--- src/cfpr_pkg.sv ---
// cfpr_pkg: shared constants for the channel filter profile register bank
// assumes a byte-wide register map reached as 32-bit wishbone words
package cfpr_pkg;
   localparam int CFPR_NCH = 4;
   localparam int CFPR_REG_W = 8;
   // printed offsets are register indices; byte address is four times the index
   localparam logic [7:0] CFPR_IDX_PROF_A = 8'h01;
   localparam logic [7:0] CFPR_IDX_PROF_B = 8'h02;
   localparam logic [7:0] CFPR_IDX_MAP = 8'h03;
   localparam logic [7:0] CFPR_IDX_STATUS = 8'h10;
   localparam logic [7:0] CFPR_RST_PROF_A = 8'h0D;
   localparam logic [7:0] CFPR_RST_PROF_B = 8'h0D;
   localparam logic [7:0] CFPR_RST_MAP = 8'h00;
   localparam int CFPR_FILT_BIT = 3;
   localparam int CFPR_DEC_LSB = 0;
   localparam int CFPR_DEC_W = 3;
   localparam int CFPR_MAP_CH0_SEL = 0;
   localparam int CFPR_MAP_CH1_SEL = 1;
   localparam int CFPR_MAP_CH2_EN = 2;
   localparam int CFPR_MAP_CH3_EN = 3;
   localparam int CFPR_MAP_CH2_SEL = 4;
   localparam int CFPR_MAP_CH3_SEL = 5;
   localparam logic [7:0] CFPR_MAP_MASK = 8'h3F;
   localparam logic [7:0] CFPR_PROF_MASK = 8'h0F;
   localparam int CFPR_RES_W = 24;
   localparam int CFPR_PHASE_W = 5;
   // shortest output period: one data-ready per 32 modulator samples, longest 1024
   localparam int CFPR_DEC_MIN = 32;
   localparam int CFPR_DEC_MAX = 1024;

   typedef enum logic [1:0] {
      CFPR_ST_IDLE = 2'b00,
      CFPR_ST_ACK = 2'b01
   } cfpr_bus_e;

   // decimation code to log2 of the ratio relative to 32; codes 5..7 all give 1024
   function automatic logic [2:0] cfpr_dec_log(input logic [2:0] code);
      cfpr_dec_log = (code > 3'h5) ? 3'h5 : code;
   endfunction
endpackage

--- src/cfpr_wb_slave.sv ---
// cfpr_wb_slave: classic wishbone slave handshake, one wait state per access
// assumes a single-master classic bus on ref_clk
module cfpr_wb_slave
   import cfpr_pkg::*;
(
   input wire logic ref_clk,
   input wire logic reset,
   input wire logic wb_cyc_i,
   input wire logic wb_stb_i,
   output logic wb_ack_o,
   output logic access_o
);
   cfpr_bus_e state_q;
   // ack is held off for one cycle so back-to-back strobes never double-fire
   always_ff @(posedge ref_clk or posedge reset) begin
      if (reset) begin
         state_q <= CFPR_ST_IDLE;
      end else begin
         case (state_q)
            CFPR_ST_IDLE: begin
               if (wb_cyc_i && wb_stb_i) begin
                  state_q <= CFPR_ST_ACK;
               end
            end
            CFPR_ST_ACK: begin
               state_q <= CFPR_ST_IDLE;
            end
            default: begin
               state_q <= CFPR_ST_IDLE;
            end
         endcase
      end
   end
   assign wb_ack_o = (state_q == CFPR_ST_ACK);
   assign access_o = (state_q == CFPR_ST_IDLE) && wb_cyc_i && wb_stb_i;
endmodule

--- src/cfpr_pacer.sv ---
// cfpr_pacer: paces data-ready at the fastest profile rate, flags slower channels
// assumes mod_tick_i is one pulse per modulator output sample from the same clock
module cfpr_pacer
   import cfpr_pkg::*;
(
   input wire logic ref_clk,
   input wire logic reset,
   input wire logic mod_tick_i,
   input wire logic [2:0] dec_log_a,
   input wire logic [2:0] dec_log_b,
   output logic [9:0] phase_o,
   output logic drdy_o,
   output logic fresh_a_o,
   output logic fresh_b_o
);
   logic [9:0] phase_q;
   logic [2:0] fast_log;
   logic [9:0] mask_fast;
   logic [9:0] mask_a;
   logic [9:0] mask_b;

   function automatic logic [9:0] cfpr_period_mask(input logic [2:0] lg);
      cfpr_period_mask = 10'((32'd32 << lg) - 32'd1);
   endfunction

   always_ff @(posedge ref_clk or posedge reset) begin
      if (reset) begin
         phase_q <= 10'h000;
      end else if (mod_tick_i) begin
         phase_q <= phase_q + 10'h001;
      end
   end

   always_comb begin
      fast_log = (dec_log_a < dec_log_b) ? dec_log_a : dec_log_b;
      mask_fast = cfpr_period_mask(fast_log);
      mask_a = cfpr_period_mask(dec_log_a);
      mask_b = cfpr_period_mask(dec_log_b);
   end

   // data-ready when the fastest period wraps
   assign drdy_o = mod_tick_i && ((phase_q & mask_fast) == mask_fast);
   // a profile's result is fresh only where its own, slower period wraps
   assign fresh_a_o = drdy_o && ((phase_q & mask_a) == mask_a);
   assign fresh_b_o = drdy_o && ((phase_q & mask_b) == mask_b);
   assign phase_o = phase_q;
endmodule

--- src/cfpr_regs.sv ---
// cfpr_regs: two filter profiles, channel-to-profile map and output pacing
// assumes the converter core delivers one raw result per channel on each
// data-ready and that software reaches the registers over classic wishbone
//
// Contract
// - two independent profiles, each filter type and decimation, any channel may use either
// - data-ready pulses at the fastest selected decimation rate; code paces at the faster of both profiles even when no channel maps to it
// - slower channel gets a fresh result only at its own rate
// - between valid results slower channel reads zeros with repeated-data flag set
// - profile A at 0x01, reset 0x0D, bit 3 selects wideband or sinc5
// - profile A bits 2:0 decode 32..512, codes 101-111 give 1024
// - profile B at 0x02, reset 0x0D, bit 3 same filter meaning
// - profile B decimation uses profile A encoding
// - map register 0x03, reset 0x00, bit per channel, 0 is A, 1 is B
// - channel 3 select at bit 5, its enable at bit 3
//
// Register access over Wishbone was left to the implementer.
module cfpr_regs
   import cfpr_pkg::*;
(
   input wire logic ref_clk,
   input wire logic reset,
   input wire logic wb_cyc_i,
   input wire logic wb_stb_i,
   input wire logic wb_we_i,
   input wire logic [9:0] wb_adr_i,
   input wire logic [3:0] wb_sel_i,
   input wire logic [31:0] wb_dat_i,
   output logic [31:0] wb_dat_o,
   output logic wb_ack_o,
   input wire logic mod_tick_i,
   input wire logic [CFPR_NCH*CFPR_RES_W-1:0] raw_data_i,
   output logic [CFPR_NCH*CFPR_RES_W-1:0] out_data_o,
   output logic [CFPR_NCH-1:0] out_repeat_o,
   output logic [CFPR_NCH-1:0] ch_filter_o,
   output logic [CFPR_NCH*CFPR_DEC_W-1:0] ch_dec_o,
   output logic drdy_o
);
   logic [7:0] prof_a_q;
   logic [7:0] prof_b_q;
   logic [7:0] map_q;
   logic [7:0] status_q;
   logic [31:0] rdata_q;
   logic access;
   logic wr_en;
   logic [7:0] idx;
   logic addr_ok;
   logic [7:0] rd_val;
   logic [2:0] dec_log_a;
   logic [2:0] dec_log_b;
   logic drdy;
   logic fresh_a;
   logic fresh_b;
   logic [CFPR_NCH-1:0] ch_sel;
   logic [CFPR_NCH-1:0] ch_fresh;

   cfpr_wb_slave u_bus (
      .ref_clk(ref_clk),
      .reset(reset),
      .wb_cyc_i(wb_cyc_i),
      .wb_stb_i(wb_stb_i),
      .wb_ack_o(wb_ack_o),
      .access_o(access)
   );

   // word addressed: low two bits ignored, index beyond the map answers zero
   assign idx = wb_adr_i[9:2];
   assign addr_ok = (idx == CFPR_IDX_PROF_A) || (idx == CFPR_IDX_PROF_B) ||
                    (idx == CFPR_IDX_MAP) || (idx == CFPR_IDX_STATUS);
   // registers are 8 bits wide, so only byte lane 0 carries a write
   assign wr_en = access && wb_we_i && wb_sel_i[0];

   always_ff @(posedge ref_clk or posedge reset) begin
      if (reset) begin
         prof_a_q <= CFPR_RST_PROF_A;
      end else if (wr_en && idx == CFPR_IDX_PROF_A) begin
         prof_a_q <= wb_dat_i[7:0] & CFPR_PROF_MASK;
      end
   end

   always_ff @(posedge ref_clk or posedge reset) begin
      if (reset) begin
         prof_b_q <= CFPR_RST_PROF_B;
      end else if (wr_en && idx == CFPR_IDX_PROF_B) begin
         prof_b_q <= wb_dat_i[7:0] & CFPR_PROF_MASK;
      end
   end

   // enable bits are stored as written; hardware relies on software matching them
   always_ff @(posedge ref_clk or posedge reset) begin
      if (reset) begin
         map_q <= CFPR_RST_MAP;
      end else if (wr_en && idx == CFPR_IDX_MAP) begin
         map_q <= wb_dat_i[7:0] & CFPR_MAP_MASK;
      end
   end

   always_comb begin
      case (idx)
         CFPR_IDX_PROF_A: rd_val = prof_a_q;
         CFPR_IDX_PROF_B: rd_val = prof_b_q;
         CFPR_IDX_MAP: rd_val = map_q;
         CFPR_IDX_STATUS: rd_val = status_q;
         default: rd_val = 8'h00;
      endcase
   end

   always_ff @(posedge ref_clk or posedge reset) begin
      if (reset) begin
         rdata_q <= 32'h00000000;
      end else if (access) begin
         rdata_q <= addr_ok ? {24'h000000, rd_val} : 32'h00000000;
      end
   end
   assign wb_dat_o = rdata_q;

   assign dec_log_a = cfpr_dec_log(prof_a_q[CFPR_DEC_LSB +: CFPR_DEC_W]);
   assign dec_log_b = cfpr_dec_log(prof_b_q[CFPR_DEC_LSB +: CFPR_DEC_W]);

   cfpr_pacer u_pace (
      .ref_clk(ref_clk),
      .reset(reset),
      .mod_tick_i(mod_tick_i),
      .dec_log_a(dec_log_a),
      .dec_log_b(dec_log_b),
      .phase_o(),
      .drdy_o(drdy),
      .fresh_a_o(fresh_a),
      .fresh_b_o(fresh_b)
   );

   // per-channel profile select, 0 is profile A
   assign ch_sel[0] = map_q[CFPR_MAP_CH0_SEL];
   assign ch_sel[1] = map_q[CFPR_MAP_CH1_SEL];
   assign ch_sel[2] = map_q[CFPR_MAP_CH2_SEL];
   assign ch_sel[3] = map_q[CFPR_MAP_CH3_SEL];

   always_comb begin
      for (int i = 0; i < CFPR_NCH; i++) begin
         ch_fresh[i] = ch_sel[i] ? fresh_b : fresh_a;
      end
   end

   // each channel sees the filter and decimation of its own profile
   always_ff @(posedge ref_clk or posedge reset) begin
      if (reset) begin
         ch_filter_o <= '0;
         ch_dec_o <= '0;
      end else begin
         for (int i = 0; i < CFPR_NCH; i++) begin
            ch_filter_o[i] <= ch_sel[i] ? prof_b_q[CFPR_FILT_BIT] : prof_a_q[CFPR_FILT_BIT];
            ch_dec_o[i*CFPR_DEC_W +: CFPR_DEC_W] <=
               ch_sel[i] ? prof_b_q[CFPR_DEC_LSB +: CFPR_DEC_W] :
                           prof_a_q[CFPR_DEC_LSB +: CFPR_DEC_W];
         end
      end
   end

   // output word latched on each data-ready; stale slots read zero with repeat set
   always_ff @(posedge ref_clk or posedge reset) begin
      if (reset) begin
         out_data_o <= '0;
         out_repeat_o <= '0;
      end else if (drdy) begin
         for (int i = 0; i < CFPR_NCH; i++) begin
            out_data_o[i*CFPR_RES_W +: CFPR_RES_W] <=
               ch_fresh[i] ? raw_data_i[i*CFPR_RES_W +: CFPR_RES_W] : '0;
            out_repeat_o[i] <= ~ch_fresh[i];
         end
      end
   end

   always_ff @(posedge ref_clk or posedge reset) begin
      if (reset) begin
         drdy_o <= 1'b0;
      end else begin
         drdy_o <= drdy;
      end
   end

   // status: live repeat flags in the low nibble, channel select map in the high
   always_ff @(posedge ref_clk or posedge reset) begin
      if (reset) begin
         status_q <= 8'h00;
      end else begin
         status_q <= {ch_sel, out_repeat_o};
      end
   end
endmodule

--- config.mk ---
export PLATFORM = sky130hd
export DESIGN_NAME = cfpr_regs
export DESIGN_NICKNAME = d
export VERILOG_FILES = /design/src/cfpr_pkg.sv /design/src/cfpr_wb_slave.sv /design/src/cfpr_pacer.sv /design/src/cfpr_regs.sv
export SDC_FILE = /design/constraint.sdc
export NUM_CORES = 1
export LEC_CHECK = 0
export ABC_AREA = 0
export BUFFER_PORTS_ARGS = -buffer_cell sky130_fd_sc_hd__buf_4
export CORE_MARGIN = 4
export CORE_UTILIZATION = 26
export CTS_CLUSTER_SIZE = 8
export DETAILED_ROUTE_END_ITERATION = 12
export GPL_ROUTABILITY_DRIVEN = 0
export HOLD_SLACK_MARGIN = 0.05
export PLACE_DENSITY = 0.56
export REMOVE_ABC_BUFFERS = 1
export SLEW_MARGIN = 15
export SYNTH_ARGS = -nofsm -noshare
export SYNTH_HDL_FRONTEND = slang
export SYNTH_SLANG_ARGS = --single-unit
--- constraint.sdc ---
create_clock -name ref_clk -period 10.9 [get_ports ref_clk]
set_input_delay 2.18 -clock ref_clk [delete_from_list [all_inputs] [get_ports ref_clk]]
set_output_delay 2.18 -clock ref_clk [all_outputs]
set_load 0.05 [all_outputs]
==> flow_summary.toml <==
[sta]
max_freq_mhz = 223
fin_setup_tns_ps = 0
finalMaxSlewViolations = 0
finalHoldViolCount = 0
finClkSkew_ps = 15.4
worst_pin_slew_ps = 1090
rsz0062_at_grt = "false"
final-setup-viol-count = 0
min_period_over_period = 0.411
period_needed_ps = 4480
slew-limit-headroom = 0.274

[drt]
detail_route.iter0.violations = 212
firstDrtPassIters = 4
post_drt_wl_per_cell_um = 17.1
antenna_left = 0
routed_wl_um = 18000
vias = 4683
remaining_drc_errors = 0
drt-vias-per-instance = 4.44

[setup_path]
path_class = "reg2reg"
setup.worst_path.end = "out_data_o[39]"
worstPathCellList = "inv_1 > nand2_1 > ha_1 > o21ba_2 > o21ai_0 > and2_1 > or4b_2 > ha_1 > nor2_1 > o211ai_1 > o21ai_0 > a211o_4 > a22o_1"
reg2reg_slack_ps = 6420
worstReg2RegStart = "prof_b_q[2]"
critPathMaxFanout = 101
cp.required_ps = 11250
cp-start-kind = "flip-flop"
worst-path-buf-inv = 1
rr_worst_depth = 13
path_delay_family = "compound AO/OA/AOI/OAI gates"
worstSetupStartpoint = "prof_b_q[2]"
worstSetupEndpointType = "flip-flop"
reg2reg_to = "out_data_o[39]"
cp_data_arrival_time_ps = 4830
max_stage_delay_ps = 890
cp_slowest_cell = "a211o_4"
crit_cells = 13

[logic_synthesis]
synth_area_leaders = "dfrtp_1 58%, a22o_1 13%, mux2_2 5.7%, buf_4 2.9%, dfstp_2 2.4%"
yosys.area.top_type = "dfrtp_1"
synth_commonest_cells = "152 x dfrtp_1, 100 x a22o_1, 33 x mux2_2"
synth-simple-area-share = 0.0466
synth_xor_area_frac = 0.0158
synthFlopType = "dfrtp_1"
synth_top_family_by_area = "compound AO/OA/AOI/OAI gates"
ys_warn_count = 0
syn-cell-area_um2 = 6570
yosys.cell_count.top_type = "dfrtp_1"
synth_top_area_share = 0.579
syn_area_per_cell_um2 = 13.6
postSynthCellCount = 485
synth_compound_area_frac = 0.191
synth-seq-cells = 158
yosys.area_share.adder = 0.0114
synth.distinct_cells = 50
synth-edff-count = 0
synth-seq-area-share = 0.603
async_flop_share = 1.00
synth.area.mux_share = 0.0596

[global_route]
use_met1 = 0.162
grt_start_max_net_pins = 102
antenna_found_initial = 0
grt_util_met3 = 0.0507
grt_use_total = 0.127
grt_pass1_vias = 4898
busiest_layer = "met2"
grt_use_met2 = 0.197
grt_pass1_wl_um = 28200
grt_overflow = 0

[clock_network]
cts.sinks = 158
ctsResizeCount = 0
cts_tree = "built"
post-cts-setup-buffers = 0
clkLatencyLatePin_ps = 430
cts_hold_buf = 0
cts_buffers = 17
cts_max_level = 4
clockBufferDepth = 2
root_buffer = "clkbuf_16"
cts.clk_slew.worst_paths_ps = 60

[flow_run]
maxCapViolations = 0

[floorplanning]
coreArea_um2 = 24600
start_util = 0.267
io-pin-count = 298
die_h_um = 167
fp-row-count = 57
die_area_um2 = 27900
die_w_um = 167

[place]
port-buffer-count = 242
placedCellCount = 1021
place_hpwl_um = 12500

[cells_and_area]
diodes = 0
num-nets-final = 871
fin_cells = 1054
area_delta_synth_final_pct = 38.9
drive_gt1_frac = 0.462

[hold_path]
hold_path_class = "reg2reg"

[power]
powerDensity_nw_per_um2 = 213
ir_worst_vdd_uv = 132
p_leak_nw = 4.63

[outcome]
status = "complete, no violations"
[metrics by stage]
step                hold WS [ps]   util  power (W)  setup WS [ps]  cell area (um^2)
floorplan                    439      -    0.00115           4470              6240
global placement             390  0.347    0.00137           6410              8530
detailed placement           396  0.347    0.00137           6370              8530
CTS                          417  0.371    0.00198           6370              9120
global route                 439  0.371    0.00204           6170              9130
finish                       414  0.371    0.00195           6420              9130
[layout by cell type (no fill, tap or decap), types with 2 or more instances in the layout]
| cell | count |
|---|---|
| dfstp_2 | 6 |
| a2111oi_4 | 2 |
| clkinv_4 | 5 |
| clkbuf_16 | 17 |
| conb_1 | 24 |
| and2_1 | 2 |
| inv_1 | 13 |
| o2111ai_1 | 2 |
| nor4b_1 | 2 |
| inv_6 | 4 |
| and3_1 | 2 |
| ha_1 | 6 |
| a22oi_1 | 2 |
| a21oi_1 | 7 |
| nor3b_1 | 2 |
| o21a_1 | 2 |
| nor2b_1 | 3 |
| mux2i_1 | 2 |
| o21ai_0 | 10 |
| a21oi_2 | 2 |
| nand2_1 | 21 |
| nand3_1 | 2 |
| xor2_1 | 2 |
| nand4_1 | 5 |
| a211oi_4 | 2 |
| inv_8 | 4 |
| buf_4 | 248 |
| xnor2_1 | 8 |
| nor3_1 | 2 |
| nor2_1 | 8 |
| a221oi_1 | 6 |
| a22o_1 | 100 |
| dfrtp_1 | 152 |
| mux2_2 | 33 |
[sequential cells by signal, summed over array words and instances, names as in the netlist]
name / flops
out_repeat_o: 4
prof_a_q: 4
wb_dat_o: 8
drdy_o: 1
ch_filter_o: 4
prof_b_q: 4
status_q: 8
u_pace.phase_o: 10
u_bus.state_q: 1
out_data_o: 96
map_q: 6
ch_dec_o: 12
[final cells by class]
cell class,count,area (um^2)
Timing Repair Buffer,249,1870
Clock buffer,18,439
Multi-Input combinational cell,277,2250
Fill cell,2450,15500
Inverter,14,57.6
Tap cell,324,405
Sequential cell,158,3960
Clock inverter,14,150
[report_power, final]
group	switching (W)	leakage, nW	internal (W)	total [W]
Combinational	0.000402	2.23	0.000203	0.000605
Sequential	0.0000648	2.10	0.000681	0.000746
Clock	0.000269	0.293	0.000331	0.000599
[routing by layer]
metal  wire [um]  up-vias
li1            -     2203
met1        7790     2268
met2        8410      195
met3        1580       17
met4         227        0
met5           0        -
[cell families (layout without fill, tap and decap cells)]
group           count (synthesis)  after routing
flops                         158            158
compound gates                146            146
buf+inv                        73            295
simple gates                   55             55
mux                            35             35
xor+xnor                       11             11
fa+ha+maj                       6              6
other cells                     1             24
[how the worst min path moves through the flow]
stage,startpoint,slack (ps),cells past startpoint,to
after floorplan,u_pace.phase_o[4],440,1,u_pace.phase_o[4]
after global placement,out_repeat_o[3],390,0,status_q[3]
after detailed placement,out_repeat_o[3],400,0,status_q[3]
after CTS,out_repeat_o[3],420,0,status_q[3]
after global routing,out_repeat_o[1],440,0,status_q[1]
final,out_repeat_o[1],410,0,status_q[1]
[worst register-to-register path, cell delays in order, from the launching register on]
cell,delay (ps)
dfstp_2,670
inv_1,120
nand2_1,120
ha_1,260
o21ba_2,200
o21ai_0,190
and2_1,260
or4b_2,610
ha_1,220
nor2_1,90
o211ai_1,120
o21ai_0,340
a211o_4,890
a22o_1,340
(Power assumes the default switching activity.)
